<file path="src/hdl/read_engine_defs.vh">
// constants for the multi-line serial read engine
`ifndef READ_ENGINE_DEFS_VH
`define READ_ENGINE_DEFS_VH

// accepted opcodes
`define OPC_FAST_READ 8'h0b
`define OPC_DOUBLE_EDGE_QUICK_READ 8'h0d
`define OPC_TWO_LINE_OUTPUT_READ 8'h3b
`define OPC_TWO_LINE_ADDR_DATA_READ 8'hbb
`define OPC_FOUR_LINE_OUTPUT_READ 8'h6b

// opcode skip mode bytes
`define SKIP_NIBBLE 4'ha
`define SKIP_DDR_BYTE 8'ha5

// address space
`define ADDR_W 20
`define ADDR_TOP 20'hfffff
`define ADDR_ZERO 20'h00000

// phase lengths in bits
`define OPC_BITS 5'h08
`define ADDR_BITS 5'h18
`define MODE_BITS 5'h08
`define BYTE_BITS 4'h8

// lane widths
`define LANES_1 3'h1
`define LANES_2 3'h2
`define LANES_4 3'h4

// output enable masks per lane width
`define OE_1 4'h2
`define OE_2 4'h3
`define OE_4 4'hf

// read data buffer
`define DATA_W 8
`define FIFO_DEPTH 8
`define FIFO_PTR_W 3

`endif

</file>
<file path="src/hdl/read_data_fifo.v">
// read data buffer with registered head word
`timescale 1ns/1ns
`default_nettype none

module read_data_fifo #(
    parameter WIDTH = 8,
    parameter DEPTH = 8,
    parameter PTR_W = 3
) (
    input wire clk_i,
    input wire reset_i,
    input wire ce_i,
    input wire flush_i,
    input wire in_valid_i,
    output reg in_ready_o,
    input wire [WIDTH-1:0] in_data_i,
    output reg out_valid_o,
    input wire out_ready_i,
    output reg [WIDTH-1:0] out_data_o
);
    localparam [PTR_W:0] FULL_CNT = DEPTH[PTR_W:0];

    reg [WIDTH-1:0] store_ff [0:DEPTH-1];
    reg [PTR_W-1:0] wr_ptr_ff;
    reg [PTR_W-1:0] rd_ptr_ff;
    reg [PTR_W:0] count_ff;

    wire push = in_valid_i & in_ready_o;
    wire pop = out_valid_o & out_ready_i;
    wire [PTR_W-1:0] nxt_rd_ptr = rd_ptr_ff + {{(PTR_W-1){1'b0}}, pop};
    wire [PTR_W:0] nxt_count = count_ff + {{PTR_W{1'b0}}, push} - {{PTR_W{1'b0}}, pop};

    always @(posedge clk_i) begin
        if (ce_i && push) begin
            store_ff[wr_ptr_ff] <= in_data_i;
        end
    end

    always @(posedge clk_i) begin
        if (reset_i || (ce_i && flush_i)) begin
            wr_ptr_ff <= {PTR_W{1'b0}};
            rd_ptr_ff <= {PTR_W{1'b0}};
            count_ff <= {(PTR_W+1){1'b0}};
            in_ready_o <= 1'b1;
            out_valid_o <= 1'b0;
            out_data_o <= {WIDTH{1'b0}};
        end else if (ce_i) begin
            wr_ptr_ff <= wr_ptr_ff + {{(PTR_W-1){1'b0}}, push};
            rd_ptr_ff <= nxt_rd_ptr;
            count_ff <= nxt_count;
            // ready is held in a flop so the source sees back-pressure without a combinational path
            in_ready_o <= (nxt_count < FULL_CNT);
            out_valid_o <= (nxt_count != {(PTR_W+1){1'b0}});
            // bypass when the word being written becomes the new head
            if (push && (wr_ptr_ff == nxt_rd_ptr)) begin
                out_data_o <= in_data_i;
            end else begin
                out_data_o <= store_ff[nxt_rd_ptr];
            end
        end
    end
endmodule // read_data_fifo

`default_nettype wire

</file>
<file path="src/hdl/multi_io_fast_read_engine.v">
// multi-line serial read engine, oversampled on the reference clock
`timescale 1ns/1ns
`default_nettype none
`include "read_engine_defs.vh"

// Overview of operation
// [RULE_01] quick read 0x0b takes 3-byte address; runs in single, dual or quad protocol
// [RULE_02] byte address advances by one after every data byte
// [RULE_03] top address wraps to zero and reading continues
// [RULE_04] single-edge mode byte 1010xxxx enters opcode skip mode for next transaction
// [RULE_05] any other mode byte clears opcode skip mode
// [RULE_06] double-edge quick read 0x0d uses both edges, quad protocol only
// [RULE_07] double-edge skip mode entered only by mode byte 0xa5
// [RULE_08] double-edge read refused when clock idles high
// [RULE_09] host keeps chip select low through double-edge dummy cycles
// [RULE_10] dummy cycle count comes from the four-bit latency code field
// [RULE_11] two-line output read takes everything before data on serial input
// [RULE_12] two-line output read drives two bits per clock, msb on io1
// [RULE_13] two-line addr/data read takes opcode on one line, address on two
// [RULE_14] two-line addr/data read drives bit 7 on io1, bit 6 on io0 first
// [RULE_15] four-line output read takes opcode, address, mode serially, then drives four lines
// [RULE_16] four-line output read drives bits 7..4 on io3..io0, then low nibble
// [RULE_17] host sets quad enable before issuing four-line output read
// [RULE_18] only low four bits of top address byte are used
// [RULE_19] reset clears opcode skip mode

module multi_io_fast_read_engine #(
    parameter ADDR_W = `ADDR_W,
    parameter FIFO_DEPTH = `FIFO_DEPTH,
    parameter FIFO_PTR_W = `FIFO_PTR_W
) (
    input wire ref_clk_i,
    input wire reset_i,
    input wire ce_i,
    input wire cs_n_i,
    input wire sclk_i,
    input wire [3:0] io_i,
    output reg [3:0] io_o,
    output reg [3:0] io_oe_o,
    input wire [3:0] latency_code_field_i,
    input wire quad_enable_i,
    input wire dual_protocol_mode_i,
    input wire quad_protocol_mode_i,
    output reg mem_req_o,
    output reg [ADDR_W-1:0] mem_addr_o,
    input wire [7:0] mem_rdata_i,
    input wire mem_rvalid_i,
    output wire mem_rready_o,
    output reg [ADDR_W-1:0] cur_addr_o,
    output reg opcode_skip_mode_o,
    output reg underrun_o
);
    localparam [2:0] ST_IDLE = 3'h0;
    localparam [2:0] ST_OPC = 3'h1;
    localparam [2:0] ST_ADDR = 3'h2;
    localparam [2:0] ST_MODE = 3'h3;
    localparam [2:0] ST_DUMMY = 3'h4;
    localparam [2:0] ST_DATA = 3'h5;
    localparam [2:0] ST_IGNORE = 3'h6;

    // pin synchronisers; stage 0 feeds only stage 1
    reg [2:0] sclk_sync_ff;
    reg [2:0] cs_sync_ff;
    reg [3:0] io_s1_ff;
    reg [3:0] io_s2_ff;

    reg [2:0] state_ff;
    reg [4:0] cnt_ff;
    reg [23:0] sh_ff;
    reg [2:0] addr_w_ff;
    reg [2:0] data_w_ff;
    reg ddr_ff;
    reg cpol_ff;
    reg [7:0] out_sh_ff;
    reg [3:0] out_cnt_ff;
    reg first_byte_ff;

    wire fifo_valid;
    wire [7:0] fifo_data;

    wire sclk_rise = sclk_sync_ff[1] & ~sclk_sync_ff[2];
    wire sclk_fall = ~sclk_sync_ff[1] & sclk_sync_ff[2];
    wire cs_low = ~cs_sync_ff[1];
    wire cs_start = ~cs_sync_ff[1] & cs_sync_ff[2];
    wire spi_mode = ~dual_protocol_mode_i & ~quad_protocol_mode_i;

    wire [2:0] proto_w = quad_protocol_mode_i ? `LANES_4 :
                         (dual_protocol_mode_i ? `LANES_2 : `LANES_1);
    wire [2:0] in_w = (state_ff == ST_OPC) ? proto_w : addr_w_ff;
    // opcode always single edge; address and mode also sample on falls in double-edge reads
    wire smp_edge = sclk_rise |
                    (ddr_ff & sclk_fall & ((state_ff == ST_ADDR) | (state_ff == ST_MODE))); // RULE_06
    wire drv_edge = sclk_fall | (ddr_ff & sclk_rise); // RULE_06
    wire [4:0] nxt_cnt = cnt_ff + {2'b00, in_w};
    wire [23:0] nxt_sh = shift_in(sh_ff, io_s2_ff, in_w);
    wire [4:0] nxt_dummy = cnt_ff + 5'h01;
    wire load_byte = cs_low & ~cs_start & (state_ff == ST_DATA) & drv_edge &
                     (out_cnt_ff == 4'h0) & fifo_valid;
    wire mem_take = mem_req_o & mem_rvalid_i & mem_rready_o;

    function [23:0] shift_in;
        input [23:0] sh;
        input [3:0] io;
        input [2:0] w;
        begin
            case (w)
                `LANES_2: shift_in = {sh[21:0], io[1:0]}; // RULE_13
                `LANES_4: shift_in = {sh[19:0], io};
                default: shift_in = {sh[22:0], io[0]}; // RULE_11
            endcase
        end
    endfunction

    // top bits of a byte placed on the lanes of the active width
    function [3:0] lanes;
        input [7:0] b;
        input [2:0] w;
        begin
            case (w)
                `LANES_2: lanes = {2'b00, b[7:6]}; // RULE_12 RULE_14
                `LANES_4: lanes = b[7:4]; // RULE_16
                default: lanes = {2'b00, b[7], 1'b0};
            endcase
        end
    endfunction

    function [3:0] lane_mask;
        input [2:0] w;
        begin
            case (w)
                `LANES_2: lane_mask = `OE_2;
                `LANES_4: lane_mask = `OE_4;
                default: lane_mask = `OE_1;
            endcase
        end
    endfunction

    always @(posedge ref_clk_i) begin
        if (reset_i) begin
            sclk_sync_ff <= 3'h0;
            cs_sync_ff <= 3'h7;
            io_s1_ff <= 4'h0;
            io_s2_ff <= 4'h0;
        end else if (ce_i) begin
            sclk_sync_ff <= {sclk_sync_ff[1:0], sclk_i};
            cs_sync_ff <= {cs_sync_ff[1:0], cs_n_i};
            io_s1_ff <= io_i;
            io_s2_ff <= io_s1_ff;
        end
    end

    always @(posedge ref_clk_i) begin
        if (reset_i) begin
            state_ff <= ST_IDLE;
            cnt_ff <= 5'h00;
            sh_ff <= 24'h000000;
            addr_w_ff <= `LANES_1;
            data_w_ff <= `LANES_1;
            ddr_ff <= 1'b0;
            cpol_ff <= 1'b0;
            out_sh_ff <= 8'h00;
            out_cnt_ff <= 4'h0;
            first_byte_ff <= 1'b0;
            io_o <= 4'h0;
            io_oe_o <= 4'h0;
            mem_req_o <= 1'b0;
            mem_addr_o <= `ADDR_ZERO;
            cur_addr_o <= `ADDR_ZERO;
            opcode_skip_mode_o <= 1'b0; // RULE_19
            underrun_o <= 1'b0;
        end else if (ce_i) begin
            // prefetch address runs ahead of the shifter through the buffer
            if (mem_take) begin
                if (mem_addr_o == `ADDR_TOP) begin
                    mem_addr_o <= `ADDR_ZERO; // RULE_03
                end else begin
                    mem_addr_o <= mem_addr_o + 1'b1; // RULE_02
                end
            end
            if (!cs_low) begin
                // a deselect ends any phase; a double-edge read cut in its dummy cycles returns nothing
                state_ff <= ST_IDLE; // RULE_09
                io_oe_o <= 4'h0;
                mem_req_o <= 1'b0;
            end else if (cs_start) begin
                cnt_ff <= 5'h00;
                sh_ff <= 24'h000000;
                cpol_ff <= sclk_sync_ff[1];
                underrun_o <= 1'b0;
                io_oe_o <= 4'h0;
                if (opcode_skip_mode_o) begin
                    state_ff <= ST_ADDR; // RULE_04
                end else begin
                    state_ff <= ST_OPC; // RULE_05
                end
            end else begin
                case (state_ff)
                    ST_OPC: begin
                        if (smp_edge) begin
                            sh_ff <= nxt_sh;
                            cnt_ff <= nxt_cnt;
                            if (nxt_cnt == `OPC_BITS) begin
                                cnt_ff <= 5'h00;
                                ddr_ff <= 1'b0;
                                state_ff <= ST_IGNORE;
                                case (nxt_sh[7:0])
                                    `OPC_FAST_READ: begin
                                        addr_w_ff <= proto_w; // RULE_01
                                        data_w_ff <= proto_w;
                                        state_ff <= ST_ADDR;
                                    end
                                    `OPC_DOUBLE_EDGE_QUICK_READ: begin
                                        if (quad_protocol_mode_i && !cpol_ff) begin // RULE_06 RULE_08
                                            addr_w_ff <= `LANES_4;
                                            data_w_ff <= `LANES_4;
                                            ddr_ff <= 1'b1;
                                            state_ff <= ST_ADDR;
                                        end
                                    end
                                    `OPC_TWO_LINE_OUTPUT_READ: begin
                                        if (spi_mode) begin
                                            addr_w_ff <= `LANES_1; // RULE_11
                                            data_w_ff <= `LANES_2;
                                            state_ff <= ST_ADDR;
                                        end
                                    end
                                    `OPC_TWO_LINE_ADDR_DATA_READ: begin
                                        if (spi_mode) begin
                                            addr_w_ff <= `LANES_2; // RULE_13
                                            data_w_ff <= `LANES_2;
                                            state_ff <= ST_ADDR;
                                        end
                                    end
                                    `OPC_FOUR_LINE_OUTPUT_READ: begin
                                        // refused unless quad enable is set beforehand
                                        if (spi_mode && quad_enable_i) begin // RULE_17
                                            addr_w_ff <= `LANES_1; // RULE_15
                                            data_w_ff <= `LANES_4;
                                            state_ff <= ST_ADDR;
                                        end
                                    end
                                    default: begin
                                        state_ff <= ST_IGNORE;
                                    end
                                endcase
                            end
                        end
                    end
                    ST_ADDR: begin
                        if (smp_edge) begin
                            sh_ff <= nxt_sh;
                            cnt_ff <= nxt_cnt;
                            if (nxt_cnt == `ADDR_BITS) begin
                                cnt_ff <= 5'h00;
                                mem_addr_o <= nxt_sh[ADDR_W-1:0]; // RULE_18
                                cur_addr_o <= nxt_sh[ADDR_W-1:0]; // RULE_18
                                mem_req_o <= 1'b1;
                                state_ff <= ST_MODE;
                            end
                        end
                    end
                    ST_MODE: begin
                        if (smp_edge) begin
                            sh_ff <= nxt_sh;
                            cnt_ff <= nxt_cnt;
                            if (nxt_cnt == `MODE_BITS) begin
                                cnt_ff <= 5'h00;
                                out_cnt_ff <= 4'h0;
                                first_byte_ff <= 1'b1;
                                if (ddr_ff) begin
                                    opcode_skip_mode_o <= (nxt_sh[7:0] == `SKIP_DDR_BYTE); // RULE_07
                                end else begin
                                    opcode_skip_mode_o <= (nxt_sh[7:4] == `SKIP_NIBBLE); // RULE_04 RULE_05
                                end
                                if (latency_code_field_i == 4'h0) begin
                                    state_ff <= ST_DATA;
                                end else begin
                                    state_ff <= ST_DUMMY;
                                end
                            end
                        end
                    end
                    ST_DUMMY: begin
                        // dummy cycles count whole clocks, also in double-edge reads
                        if (sclk_rise) begin
                            cnt_ff <= nxt_dummy;
                            if (nxt_dummy == {1'b0, latency_code_field_i}) begin // RULE_10
                                state_ff <= ST_DATA;
                            end
                        end
                    end
                    ST_DATA: begin
                        if (drv_edge) begin
                            if (out_cnt_ff == 4'h0) begin
                                if (fifo_valid) begin
                                    io_o <= lanes(fifo_data, data_w_ff);
                                    io_oe_o <= lane_mask(data_w_ff); // RULE_12 RULE_15
                                    out_sh_ff <= fifo_data << data_w_ff;
                                    out_cnt_ff <= `BYTE_BITS - {1'b0, data_w_ff};
                                    first_byte_ff <= 1'b0;
                                    if (!first_byte_ff) begin
                                        if (cur_addr_o == `ADDR_TOP) begin
                                            cur_addr_o <= `ADDR_ZERO; // RULE_03
                                        end else begin
                                            cur_addr_o <= cur_addr_o + 1'b1; // RULE_02
                                        end
                                    end
                                end else begin
                                    // memory too slow: the last level stays on the lanes
                                    underrun_o <= 1'b1;
                                end
                            end else begin
                                io_o <= lanes(out_sh_ff, data_w_ff); // RULE_14 RULE_16
                                out_sh_ff <= out_sh_ff << data_w_ff;
                                out_cnt_ff <= out_cnt_ff - {1'b0, data_w_ff};
                            end
                        end
                    end
                    ST_IGNORE: begin
                        io_oe_o <= 4'h0;
                    end
                    default: begin
                        state_ff <= ST_IDLE;
                    end
                endcase
            end
        end
    end

    // buffer is emptied whenever the device is deselected, so stale prefetch never leaks
    read_data_fifo #(
        .WIDTH(`DATA_W),
        .DEPTH(FIFO_DEPTH),
        .PTR_W(FIFO_PTR_W)
    ) u_read_data_fifo (
        .clk_i(ref_clk_i),
        .reset_i(reset_i),
        .ce_i(ce_i),
        .flush_i(cs_sync_ff[1]),
        .in_valid_i(mem_rvalid_i & mem_req_o),
        .in_ready_o(mem_rready_o),
        .in_data_i(mem_rdata_i),
        .out_valid_o(fifo_valid),
        .out_ready_i(load_byte),
        .out_data_o(fifo_data)
    );
endmodule // multi_io_fast_read_engine

`default_nettype wire

</file>
<file path="config.mk">
export PLATFORM = sky130hd
export DESIGN_NAME = multi_io_fast_read_engine
export DESIGN_NICKNAME = d
export VERILOG_FILES = /design/src/hdl/read_data_fifo.v /design/src/hdl/multi_io_fast_read_engine.v
export VERILOG_INCLUDE_DIRS = /design/src /design/src/hdl
export SDC_FILE = /design/constraint.sdc
export NUM_CORES = 1
export LEC_CHECK = 0
export BUFFER_PORTS_ARGS = -buffer_cell sky130_fd_sc_hd__buf_2
export CORE_MARGIN = 2
export CORE_UTILIZATION = 35
export DETAILED_ROUTE_END_ITERATION = 10
export GPL_TIMING_DRIVEN = 0
export PLACE_DENSITY = 0.52
export RECOVER_POWER = 100
export SYNTH_ARGS = -nofsm -noshare
export SYNTH_HDL_FRONTEND = slang
export SYNTH_SLANG_ARGS = --single-unit
</file>
<file path="constraint.sdc">
create_clock -name ref_clk_i -period 5.26 [get_ports ref_clk_i]
set_input_delay 1.052 -clock ref_clk_i [delete_from_list [all_inputs] [get_ports ref_clk_i]]
set_output_delay 1.052 -clock ref_clk_i [all_outputs]
set_load 0.02 [all_outputs]
</file>
== Word-level counts from Yosys, hierarchy flattened ==
Memories as Yosys holds them, arrays and structs flattened. A register that Yosys moved wholly into a read port is not among the register bits.
Index checks and enable logic that the tools add are counted.
Word-level totals
  register bits after elaboration: 125
  output and inout bits: 52
  bits in writable memories: 64
  memories: 1
Cells by class
  bitwise gates (word level): 24
  reductions and logical operators: 42
  add/sub/neg operators: 10
  order comparisons: 1
  equal/unequal tests: 54
  shift operators: 2
  multiplexer cells: 93
Memories
  u_read_data_fifo.store_ff: words 8, width 8, rd ports 1, clocked after memory_dff 1, write ports 1, line read_data_fifo.v:23  | reg [WIDTH-1:0] store_ff [0:DEPTH-1];
Operators by type and width (count)
  20-bit two-way mux: 14
  20-bit case mux with 2 select lines: 2
  3-bit two-way mux: 20
  19-bit two-way mux: 3
  4-bit two-way mux: 12
  20-bit by 1-bit adder with 20-bit output (second input constant): 2
  20-bit == test (second input constant): 2
  4-bit case mux with 2 select lines: 5
  5-bit two-way mux: 6
  3-bit case mux with 5 select lines: 2
  10-bit AND reduction: 3
  6-bit AND reduction: 5
  4-bit inequality test (second input constant): 6
  3-bit case mux with 4 select lines: 2
  1-bit two-way mux: 21
  2-bit inequality test (second input constant): 10
  4-bit by 3-bit inequality test with 1-bit output (second input constant): 5
  2-bit nonzero test: 10
  8-bit by 4-bit == test with 1-bit output (second input constant): 2
  8-bit == test (second input constant): 2
  8-bit two-way mux: 2
  4-bit nonzero test: 4
  8-bit by 3-bit << shifter with 8-bit output: 2
  1-bit AND: 15
  other kinds (39): 69

== Logic depth before layout (Yosys ltp) ==
Gate-level depths: netlist of run 1.
  word-level depth: 13
  mapped depth: 18

== Modules after synthesis ==
A second synthesis of run 1 with hierarchy kept.
Unflattened totals
  cells, all modules: 1210
  area, all modules: 10791.6 um^2
By module, submodules not included
  multi_io_fast_read_engine: area an instance 7085.5 um^2, times used 1, cells an instance 931, sequential area each 2242.2 um^2
  read_data_fifo: area an instance 3706.1 um^2, times used 1, cells an instance 279, sequential area each 2322.2 um^2

== Worst setup path after synthesis of run 1 ==
Ideal clock, no wire load.
  path kind: input to register
  start point: in quad_protocol_mode_i
  end point: reg data_w_ff[2]
  arrival time: 4075 ps
  cell stages on the path: 13
  required time: 5139 ps
  path buffers: 1
  setup slack: 1064 ps
  path through: buf_2 > nor2_1 > nand2_1 > nand2_1 > ha_1 > inv_1 > fa_1 > xnor2_1 > nand3b_1 > or4_1 > nor3_1 > o211ai_4 > mux2_4
Between the ends
  word-level cells in the longest chain between the ends: 8
RTL lines
  start, declared: line multi_io_fast_read_engine.v:43  | input wire quad_protocol_mode_i,
  3-bit two-way mux: line multi_io_fast_read_engine.v:87  | wire [2:0] proto_w = quad_protocol_mode_i ? `LANES_4 :
  3-bit two-way mux: line multi_io_fast_read_engine.v:89  | wire [2:0] in_w = (state_ff == ST_OPC) ? proto_w : addr_w_ff;
  3-bit == test / 3-bit by 2-bit == test with 1-bit output (equally long branches): line multi_io_fast_read_engine.v:106  | case (w)
  20-bit case mux with 2 select lines: line multi_io_fast_read_engine.v:106
  8-bit == test / 8-bit by 6-bit == test with 1-bit output (equally long branches): line multi_io_fast_read_engine.v:206  | case (nxt_sh[7:0])
  2-bit OR reduction (no source line)
  2-bit by 1-bit inequality test with 1-bit output (no source line) / 4-bit nonzero test (equally long branches)
  10-bit AND reduction (no source line)
  end signal, assigned: line multi_io_fast_read_engine.v:209  | data_w_ff <= proto_w;
  end signal, assigned: line multi_io_fast_read_engine.v:215  | data_w_ff <= `LANES_4;
  end signal, assigned: line multi_io_fast_read_engine.v:223  | data_w_ff <= `LANES_2;
  end, declared: line multi_io_fast_read_engine.v:71  | reg [2:0] data_w_ff;
Several ways; a longest one is shown, not always the timed one.
A chain may end at the register's enable or synchronous reset.

== Final worst setup path of run 1 ==
  start point: in quad_protocol_mode_i
  end point: reg mem_addr_o[11]
Between the ends
  word-level cells in the longest chain between the ends: 9
RTL lines
  3-bit two-way mux *: line multi_io_fast_read_engine.v:87
  3-bit two-way mux *: line multi_io_fast_read_engine.v:89
  5-bit by 3-bit adder with 5-bit output (tied with other cells): line multi_io_fast_read_engine.v:94  | wire [4:0] nxt_cnt = cnt_ff + {2'b00, in_w};
  5-bit == test (no source line) / 20-bit case mux with 2 select lines (equally long branches)
  20-bit two-way mux *: line multi_io_fast_read_engine.v:253  | if (nxt_cnt == `ADDR_BITS) begin
  20-bit two-way mux *: line multi_io_fast_read_engine.v:250  | if (smp_edge) begin
  20-bit two-way mux *: line multi_io_fast_read_engine.v:197  | case (state_ff)
  20-bit two-way mux *: line multi_io_fast_read_engine.v:185  | end else if (cs_start) begin
  20-bit two-way mux *: line multi_io_fast_read_engine.v:180  | if (!cs_low) begin
  end signal, assigned: line multi_io_fast_read_engine.v:175  | mem_addr_o <= `ADDR_ZERO;
  end signal, assigned: line multi_io_fast_read_engine.v:177  | mem_addr_o <= mem_addr_o + 1'b1;
  end signal, assigned: line multi_io_fast_read_engine.v:255  | mem_addr_o <= nxt_sh[ADDR_W-1:0];
  end, declared: line multi_io_fast_read_engine.v:45  | output reg [ADDR_W-1:0] mem_addr_o,
Every way passes the cells marked *; elsewhere a longest branch is shown, timed or not.

==> impl_results.md, run 1 <==
* Unique masters post-synth at 86
* Synth Area in Compound Gates at 0.178
* Layout fillers at 3078
* Critical path's top delay family: simple AND/OR/NAND/NOR gates
* Number of max-cap violations at 0
* Most used cell, CP: nand2_1
* Sequential Power Share at 0.519
* Worst-Margin Slew at 1.27 ns
* Worst hold start: out_sh_ff[0]
* Outcome: finished, final reports clean
* Critical Path AT at 5.11 ns
* Wire per inst at 19.6 microns
* Number of placement rows at 64
* Post-synthesis adder-cell area fraction at 0.0255
* Initial antenna violation count at 1
* Setup WS pre-CTS at -0.148 ns
* Die area at around 32000 sq um
* 1st-iter DRT viols at 958
* Net Sw Power at 0.795 mW
* CP bufs+invs at 4
* Ports at 77
* Sequential share of the synthesized area at 0.427
* Routed met1 length at 15.8 mm
* Commonest non-fill, non-tap cells in the layout: nor2_1 (164), dfxtp_1 (132), clkbuf_1 (125), nand2_1 (98), a21oi_1 (90)
* CTS max path bufs at 2
* CTS buffer count at 17
* Detailed placement HPWL at 24.2 mm
* Cells after synthesis at 1189
* Ys Warns at 0
* Placement Cell Area at ~12000 sq um
* Final max-slew violation count at 0
* Crit. End Element: register
* Worst slew margin at 0.144
* Syn nets at 1234
* Final setup fails at 0
* Die height at 179 microns
* GRT Residual Overflow at 0
* H-tree levels at 4
* Crit Path Class: in2reg
* Largest net degree at the start of global routing at 22
* Vias at between 9000 and 10000
* Nets@finish at between 1000 and 1500
* RSZ-0062 raised after global routing: no
* First-pass GRT wire length at 51.5 mm
* Post-synth top area share at 0.247
* Syn_area_per_cell at ~9.0 sq um
* Power Total at 3.05 mW
* Routed met3 length at between 2 and 2.5 mm
* Commonest register cell after synthesis: dfxtp_1
* Vias in the first global route at 8818
* Floorplan core area at 30300 sq um
* Top Metal Used: met4
* Crit start category: input pin
* Layout cells sized above 1 at 0.0757
* Post-layout min period at 4.73 ns
* Simple-Gate Fraction of Synth Area at 0.213
* Area grow syn2layout at 12.7%
* Sink Count at 196
* Worst-Skew Late Latency at 0.47 ns
* # placed instances at 1658
* Largest area contributor in the netlist: dfxtp_1
* Worst hold path class: reg2reg
* Path depth of the worst reg2reg path at 11
* XOR/XNOR share of the synthesized area at 0.0278
* F_max at about 210 MHz
* Post-synthesis mux area share at 0.0883
* Port-buffer cells at 73
* Fraction of registers with async set or reset after synthesis at 0
* Hold Crit Depth at 2
* Hold buffers post-CTS at 0
* Switching Share at 0.261
* Synth top area cells: dfxtp_1 (25%), edfxtp_1 (18%), nor2_1 (5.8%)
* Clock power share at 0.432
* CP Cell Sequence: buf_2 -> nor2_1 -> nand2_1 -> nand2_1 -> ha_1 -> inv_1 -> fa_1 -> xnor2_1 -> nor3b_1 -> nand4_1 -> or2_2 -> clkbuf_1 -> clkbuf_1 -> o32ai_1 -> nand2_1 -> a21oi_1
* Final setup margin at about 0.53 ns
* Synth Register Bits at a little under 200
* DR DRC count at 0
* Die width at 179 microns
* Comb pwr share at 0.050
* Via-to-Cell Ratio at 5.59
* DRT Pass-1 Iters at 7
* Maximum fanout along the worst path at 10
* Final core area utilization at 0.397
* TritonCTS clock tree: yes
* Final Hold Violating Endpoints at 0
* DRT antenna net count at 0
* EDFF count, synth at 64
* CTS root buf: clkbuf_16
* Power Density at 253 nW/um^2
* Hold slack at 0.455 ns
* CP required at about 5.6 ns
* Post-route clock period utilization at 0.898
* Largest family of logic cells by synthesized area: simple AND/OR/NAND/NOR gates
* Maximum VDD drop at 0.269 mV
* RR Startpoint: state_ff[0]
* Final wirelength at approximately 33 mm
* Post-Syn Area at 10700 sq um
* GRT Util Overall at 0.212
* CP max-delay cell: nor3b_1
* FF+latch area at 4560 sq um
* Worst hold path endpoint: out_sh_ff[0]
* Final Instance Area at between 10000 and 15000 sq um
* Worst Skew at 0.0181 ns
* Area of the multi-input gates at 5680 sq um
* Commonest non-fill, non-tap cell in the layout: nor2_1
* GP Congestion at between 0.8 and 0.9
* Cell internal pwr at between 2 and 2.5 mW
* DR WL met2 at 14.6 mm
* Final non-filler cell total at 1691
* Leak at a little over 4 nW
* CTS clk-pin slew, worst paths at 0.08 ns
* Critical path's largest stage delay at approximately 0.56 ns
* Starting Density at 0.352
* Crit Reg-Reg Endpoint: data_w_ff[2]
* Internal reg-to-reg setup slack at 0.59 ns
* TNS Setup at 0 ns
## power groups by stage
| stage | logic (mW) | clock network [mW] | registers, mW |
|---|---|---|---|
| 2_1_floorplan | 0.0906 | 0 | 1.62 |
| 3_3_place_gp | 0.152 | 0 | 1.62 |
| 3_5_place_dp | 0.153 | 0 | 1.62 |
| 4_1_cts | 0.154 | 1.34 | 1.58 |
| 5_1_grt | 0.167 | 1.40 | 1.58 |
| 6_report | 0.151 | 1.32 | 1.58 |
## tightest hold or removal path, cell delays in order, from the launching register on
cell	delay (ns)
dfxtp_1	0.31
nand2_1	0.05
a21oi_1	0.05
## layer usage
metal  up-vias  track usage
met5         -            0
met4         0       0.0711
met3        46       0.0435
met2       320        0.322
met1      4521        0.298
li1       4558            -
## Yosys cell counts (all sizes together) (20+ instances only)
cell    number
o21ai       61
dfxtp      132
clkbuf      62
nand2b      21
nor3        58
edfxtp      64
nand2       99
inv         30
nor2       165
a211oi      27
xnor2       20
nand3       38
mux2i       54
a21oi       91
## flip-flops by register name, summed over array words and instances (netlist names), 5 cells and up
signal                       count
cnt_ff                           5
cur_addr_o                      20
mem_addr_o                      20
out_sh_ff                        8
sh_ff                           19
u_read_data_fifo.out_data_o      8
u_read_data_fifo.store_ff       64
## how the worst max path moves through the flow
| stage | startpoint | endpoint | slack, ns | cells after the start |
|---|---|---|---|---|
| floorplan | quad_protocol_mode_i | data_w_ff[2] | 1.06 | 13 |
| global placement | quad_protocol_mode_i | mem_addr_o[15] | -0.08 | 14 |
| detailed placement | quad_protocol_mode_i | mem_addr_o[15] | -0.15 | 14 |
| CTS | quad_protocol_mode_i | mem_addr_o[15] | 0.34 | 14 |
| global route | quad_protocol_mode_i | mem_addr_o[15] | 0.10 | 14 |
| finish | quad_protocol_mode_i | mem_addr_o[11] | 0.53 | 16 |
## final cells by class
cell class / count / share of cell area
Timing Repair Buffer: 73 / 0.0241
Antenna cell: 1 / 0.000208
Inverter: 31 / 0.00965
Multi-Input combinational cell: 887 / 0.471
Sequential cell: 196 / 0.379
Clock inverter: 14 / 0.0132
Tap cell: 396 / 0.0411
Buffer: 75 / 0.0262
Clock buffer: 18 / 0.0356
## cells by family (layout without fill, tap and decap cells)
kind of cell             count (synthesis)  count (layout)
multiplexers                            71              71
buffers and inverters                  106             211
AND/OR/NAND/NOR                        473             473
XOR/XNOR                                34              34
adder cells (fa/ha/maj)                 20              20
flip-flops                             196             196
AO/OA/AOI/OAI                          289             289
other                                    0               1
## timing repair
item,CTS,global route
buffers inserted,0,0
gates resized for setup,0,2
setup endpoints to repair,0,7
Power figures use the tool's default switching activity.
==> run 2: changes to the inputs <==
- CELL_PAD_IN_SITES_DETAIL_PLACEMENT: unset -> 0
- CELL_PAD_IN_SITES_GLOBAL_PLACEMENT: unset -> 1
- PLACE_DENSITY: 0.52 -> 0.64
- TNS_END_PERCENT: unset -> 50
==> impl_results.md, run 2 (synthesis results as in run 1) <==
* Outcome: finished, final reports clean
* Critical Path AT at 5.18 ns
* Starting Density at 0.352
* Hold buffers post-CTS at 0
* Final setup fails at 0
* Maximum VDD drop at 0.214 mV
* Die height at 179 microns
* Largest regs: u_read_data_fifo.store_ff (64), cur_addr_o (20), mem_addr_o (20)
* Final core area utilization at 0.399
* Internal reg-to-reg setup slack at 0.50 ns
* CP Cell Sequence: buf_2 -> nor2_1 -> nand2_1 -> nand2_1 -> ha_1 -> inv_1 -> fa_1 -> xnor2_1 -> nor3b_1 -> nand4_1 -> o21ai_0 -> nor2_1 -> a21oi_1 -> a21oi_1
* Clock power share at 0.448
* Crit start category: input pin
* Commonest non-fill, non-tap cells in the layout: nor2_1 (164), dfxtp_1 (132), clkbuf_1 (124), nand2_1 (98), a21oi_1 (90)
* Final wirelength at 33.8 mm
* Initial antenna violation count at 0
* Critical path's largest stage delay at approximately 0.75 ns
* DRT antenna net count at 0
* CTS clk-pin slew, worst paths at 0.09 ns
* Sequential Power Share at 0.503
* Worst Skew at 0.0186 ns
* Crit. End Element: register
* First-pass GRT wire length at between 50 and 60 mm
* Cell internal pwr at 2.28 mW
* Post-layout min period at 4.87 ns
* Setup WS pre-CTS at -0.0177 ns
* Max reg flops at 64
* CP required at 5.57 ns
* Critical path's top delay family: simple AND/OR/NAND/NOR gates
* Leak at ~4.1 nW
* Crit Path Class: in2reg
* Comb pwr share at 0.049
* GRT Util Overall at 0.214
* GP Congestion at slightly below 0.9
* H-tree levels at 4
* Final setup margin at 0.387 ns
* Number of max-cap violations at 0
* Vias at 9534
* Final Hold Violating Endpoints at 0
* RSZ-0062 raised after global routing: no
* Vias in the first global route at 8783
* Largest net degree at the start of global routing at 24
* CTS max path bufs at 2
* Die area at approximately 32000 sq um
* N_diodes at 0
* Layout fillers at 3105
* Floorplan core area at 30300 sq um
* Final max-slew violation count at 0
* Net Sw Power at 0.862 mW
* Worst-Skew Late Latency at 0.46 ns
* Ports at 77
* Commonest non-fill, non-tap cell in the layout: nor2_1
* Nets@finish at 1326
* GRT Residual Overflow at 0
* Area grow syn2layout at 13.2%
* Post-route clock period utilization at 0.926
* Worst hold path class: reg2reg
* Power Density at 260 nW/um^2
* Largest Register: u_read_data_fifo.store_ff
* Sink Count at approximately 200
* DRT Pass-1 Iters at 7
* Switching Share at 0.274
* CP max-delay cell: o21ai_0
* Hold slack at about 0.45 ns
* DR DRC count at 0
* Die width at 179 microns
* CP bufs+invs at 2
* Detailed placement HPWL at 24.7 mm
* Wire per inst at 20.0 microns
* 1st-iter DRT viols at around 760
* TritonCTS clock tree: yes
* Worst-Margin Slew at between 1 and 1.5 ns
* Via-to-Cell Ratio at about 5.6
* F_max at 205 MHz
* Port-buffer cells at 73
* Worst slew margin at 0.0736
* CTS buffer count at 17
* Maximum fanout along the worst path at 10
* CTS root buf: clkbuf_16
* Number of placement rows at 64
* Layout cells sized above 1 at 0.0765
==> run 2: path summary, 6_finish.rpt <==
check | depth (start not counted) | to | from
hold / removal | 2 | out_sh_ff[0] | out_sh_ff[0]
setup / recovery | 14 | mem_addr_o[15] | quad_protocol_mode_i
setup reg to reg | 12 | mem_addr_o[15] | state_ff[1]
hold reg to reg | 2 | out_sh_ff[0] | out_sh_ff[0]
==> run 2: through the flow <==
stage | power, mW | area [sq um] | std cells | setup TNS, ns
2_1_floorplan | 1.71 | 10700 | 1189 | 0
3_3_place_gp | 1.77 | 11600 | 1658 | 0
3_5_place_dp | 1.77 | 11600 | 1658 | -0.0177
4_1_cts | 3.18 | 12200 | 1690 | 0
5_1_grt | 3.24 | 12100 | 1690 | 0
6_report | 3.14 | 12100 | 1690 | 0
==> run 2: final cells by class <==
class / count / area, sq um / area share
inverter: 31 / 116 / 0.00961
tap: 396 / 495 / 0.0409
timing repair buffer: 73 / 290 / 0.0240
clock inverter: 15 / 213 / 0.0176
buffer: 75 / 315 / 0.0260
multi-input combinational: 887 / 5690 / 0.470
clock buffer: 17 / 425 / 0.0351
sequential: 196 / 4560 / 0.377
==> run 2: worst min-delay path, stage by stage (launching register included) <==
cell     delay [ns]
dfxtp_1        0.32
nand2_1        0.05
a21oi_1        0.05
==> run 2: power by group through the flow <==
stage / combinational, mW / sequential (mW) / clock [mW]
2_1_floorplan: 0.0906 / 1.62 / 0
3_3_place_gp: 0.155 / 1.62 / 0
3_5_place_dp: 0.156 / 1.62 / 0
4_1_cts: 0.157 / 1.58 / 1.44
5_1_grt: 0.168 / 1.58 / 1.49
6_report: 0.154 / 1.58 / 1.41
==> run 2: per-layer routing <==
metal  vias up  global-route usage  wire [microns]
met5         -                   0               0
met3        34              0.0312            1650
met2       258               0.328           15100
li1       4559                   -               -
met4         0              0.0610             584
met1      4683               0.312           16400
==> run 2: repair_timing <==
action                     CTS  global route
setup endpoints to repair    0             5
buffers inserted             0             0
gates resized for setup      0             1
==> run 3: changes to the inputs <==
- CORE_UTILIZATION: 35 -> 47
- PLACE_DENSITY: 0.64 -> 0.81
==> impl_results.md, run 3 (synthesis results as in run 1) <==
* CTS buffer count at 17
* DR DRC count at 0
* Final non-filler cell total at 1579
* Path depth of the worst reg2reg path at 14
* Worst setup path startpoint: quad_protocol_mode_i
* Worst-Margin Slew at approximately 1.6 ns
* RSZ-0062 raised after global routing: no
* Internal reg-to-reg setup slack at 0.54 ns
* 1st-iter DRT viols at 924
* Switching Share at 0.272
* Power Density at between 200 and 300 nW/um^2
* Post-layout min period at 4.85 ns
* Number of placement rows at 55
* Starting Density at 0.475
* Die height at 155 microns
* First-pass GRT wire length at 49.7 mm
* Largest Register: u_read_data_fifo.store_ff
* WP depth at 14
* Outcome: finished with violations
* Sequential Power Share at 0.501
* CTS root buf: clkbuf_16
* CTS max path bufs at 2
* GP Congestion at 0.938
* Port-buffer cells at 73
* Clock power share at 0.451
* Cell internal pwr at 2.30 mW
* Sink Count at 196
* Critical path's largest stage delay at 0.79 ns
* Final setup fails at 0
* DRT Pass-1 Iters at 7
* Worst Skew at 0.0182 ns
* Vias at around 9500
* Largest net degree at the start of global routing at 26
* Maximum VDD drop at 0.181 mV
* Worst hold path class: reg2reg
* TritonCTS clock tree: yes
* Net Sw Power at 0.857 mW
* Commonest non-fill, non-tap cell in the layout: nor2_1
* CTS clk-pin slew, worst paths at 0.09 ns
* Final setup margin at just over 0.4 ns
* Post-route clock period utilization at 0.921
* Critical Path End: mem_addr_o[15]
* Maximum fanout along the worst path at 10
* Hold slack at 0.455 ns
* F_max at 206 MHz
* Wire per inst at between 20 and 25 microns
* Max reg flops at 64
* Crit Path Class: in2reg
* H-tree levels at 4
* Layout cells sized above 1 at 0.0757
* CP bufs+invs at 2
* Floorplan core area at between 20000 and 25000 sq um
* # placed instances at 1547
* Worst-Skew Late Latency at 0.45 ns
* GRT Residual Overflow at 0
* RR Startpoint: state_ff[2]
* Initial antenna violation count at 0
* Crit start category: input pin
* Largest regs: u_read_data_fifo.store_ff (64), cur_addr_o (20), mem_addr_o (20)
* Final Hold Violating Endpoints at 0
* Final max-slew violation count at 9
* Die area at 24000 sq um
* Leak at 4.10 nW
* Vias in the first global route at slightly below 9000
* Setup WS pre-CTS at 0.0999 ns
* Number of max-cap violations at 1
* GRT Util Overall at 0.265
* Critical Path AT at 5.15 ns
* CP required at 5.56 ns
* Ports at 77
* Critical path's top delay family: simple AND/OR/NAND/NOR gates
* Commonest non-fill, non-tap cells in the layout: nor2_1 (164), dfxtp_1 (132), clkbuf_1 (125), nand2_1 (98), a21oi_1 (90)
* Die width at 155 microns
* Crit. End Element: register
* Nets@finish at 1326
* Failing checks: capacitance limit, slew limit
* Worst slew margin at -0.0831
* DRT antenna net count at 0
* Crit Reg-Reg Endpoint: u_read_data_fifo.out_data_o[2]
* Area grow syn2layout at 11.9%
* Via-to-Cell Ratio at 6.04
* CP Cell Sequence: buf_2 -> nor2_1 -> nand2_1 -> nand2_1 -> ha_1 -> inv_1 -> fa_1 -> xnor2_1 -> nor3b_1 -> nand4_1 -> o21ai_0 -> nor2_1 -> a21oi_1 -> a21oi_1
* Final wirelength at 31.6 mm
* Comb pwr share at 0.048
* CP max-delay cell: o21ai_0
* Detailed placement HPWL at 22.7 mm
* TNS Setup at 0 ns
* N_diodes at 0
[run 3: through the flow]
stage,util,power (mW),cell area [sq um]
final,0.532,3.15,12000
after floorplan,-,1.71,10700
after global routing,0.532,3.24,12000
after global placement,0.507,1.76,11400
after CTS,0.537,3.18,12100
after detailed placement,0.508,1.77,11400
[run 3: routing by layer]
layer / routed length [microns] / GRT usage / vias up
met4: 483 / 0.0732 / 0
met2: 14600 / 0.421 / 361
met1: 14300 / 0.374 / 4569
met3: 2260 / 0.0451 / 36
met5: 0 / 0 / -
li1: - / - / 4565
[run 3: worst register-to-register path, delay by kind of cell (launching register included)]
kind | cells | cell delay [ns]
AOI/OAI and AO/OA | 2 | 0.48
xor gates and xnor gates | 2 | 0.76
adders and majority gates | 2 | 0.44
buffers and inverters | 3 | 1.17
DFF | 1 | 0.43
and+or+nand+nor | 5 | 1.36
[run 3: power groups by stage]
| stage | Clock [mW] | Sequential, mW | Combinational [mW] |
|---|---|---|---|
| floorplan | 0 | 1.62 | 0.0906 |
| global placement | 0 | 1.62 | 0.149 |
| detailed placement | 0 | 1.62 | 0.150 |
| CTS | 1.45 | 1.58 | 0.151 |
| global route | 1.50 | 1.58 | 0.164 |
| finish | 1.42 | 1.58 | 0.150 |
[run 3: how the worst min path moves through the flow]
stage / slack [ns] / cells after the start / start / endpoint
after floorplan: 0.43 / 2 / out_sh_ff[0] / out_sh_ff[0]
after global placement: 0.44 / 1 / cs_sync_ff[0] / cs_sync_ff[1]
after detailed placement: 0.44 / 2 / io_o[1] / io_o[1]
after CTS: 0.46 / 2 / io_o[1] / io_o[1]
after global routing: 0.48 / 2 / out_sh_ff[0] / out_sh_ff[0]
final: 0.46 / 2 / io_o[1] / io_o[1]
[run 3: area by class of cell]
type                       count  area (sq um)
fill                        2165         10500
clock inverter                15           220
inverter                      31           116
multi-input combinational    887          5690
sequential                   196          4560
buffer                        75           315
timing repair buffer          73           289
tap                          285           357
clock buffer                  17           425
[run 3: repair_timing]
item / in CTS / in global routing
hold buffers: 0 / 0
gates resized for setup: 0 / 1
setup endpoints to repair: 0 / 5
buffers inserted: 0 / 0
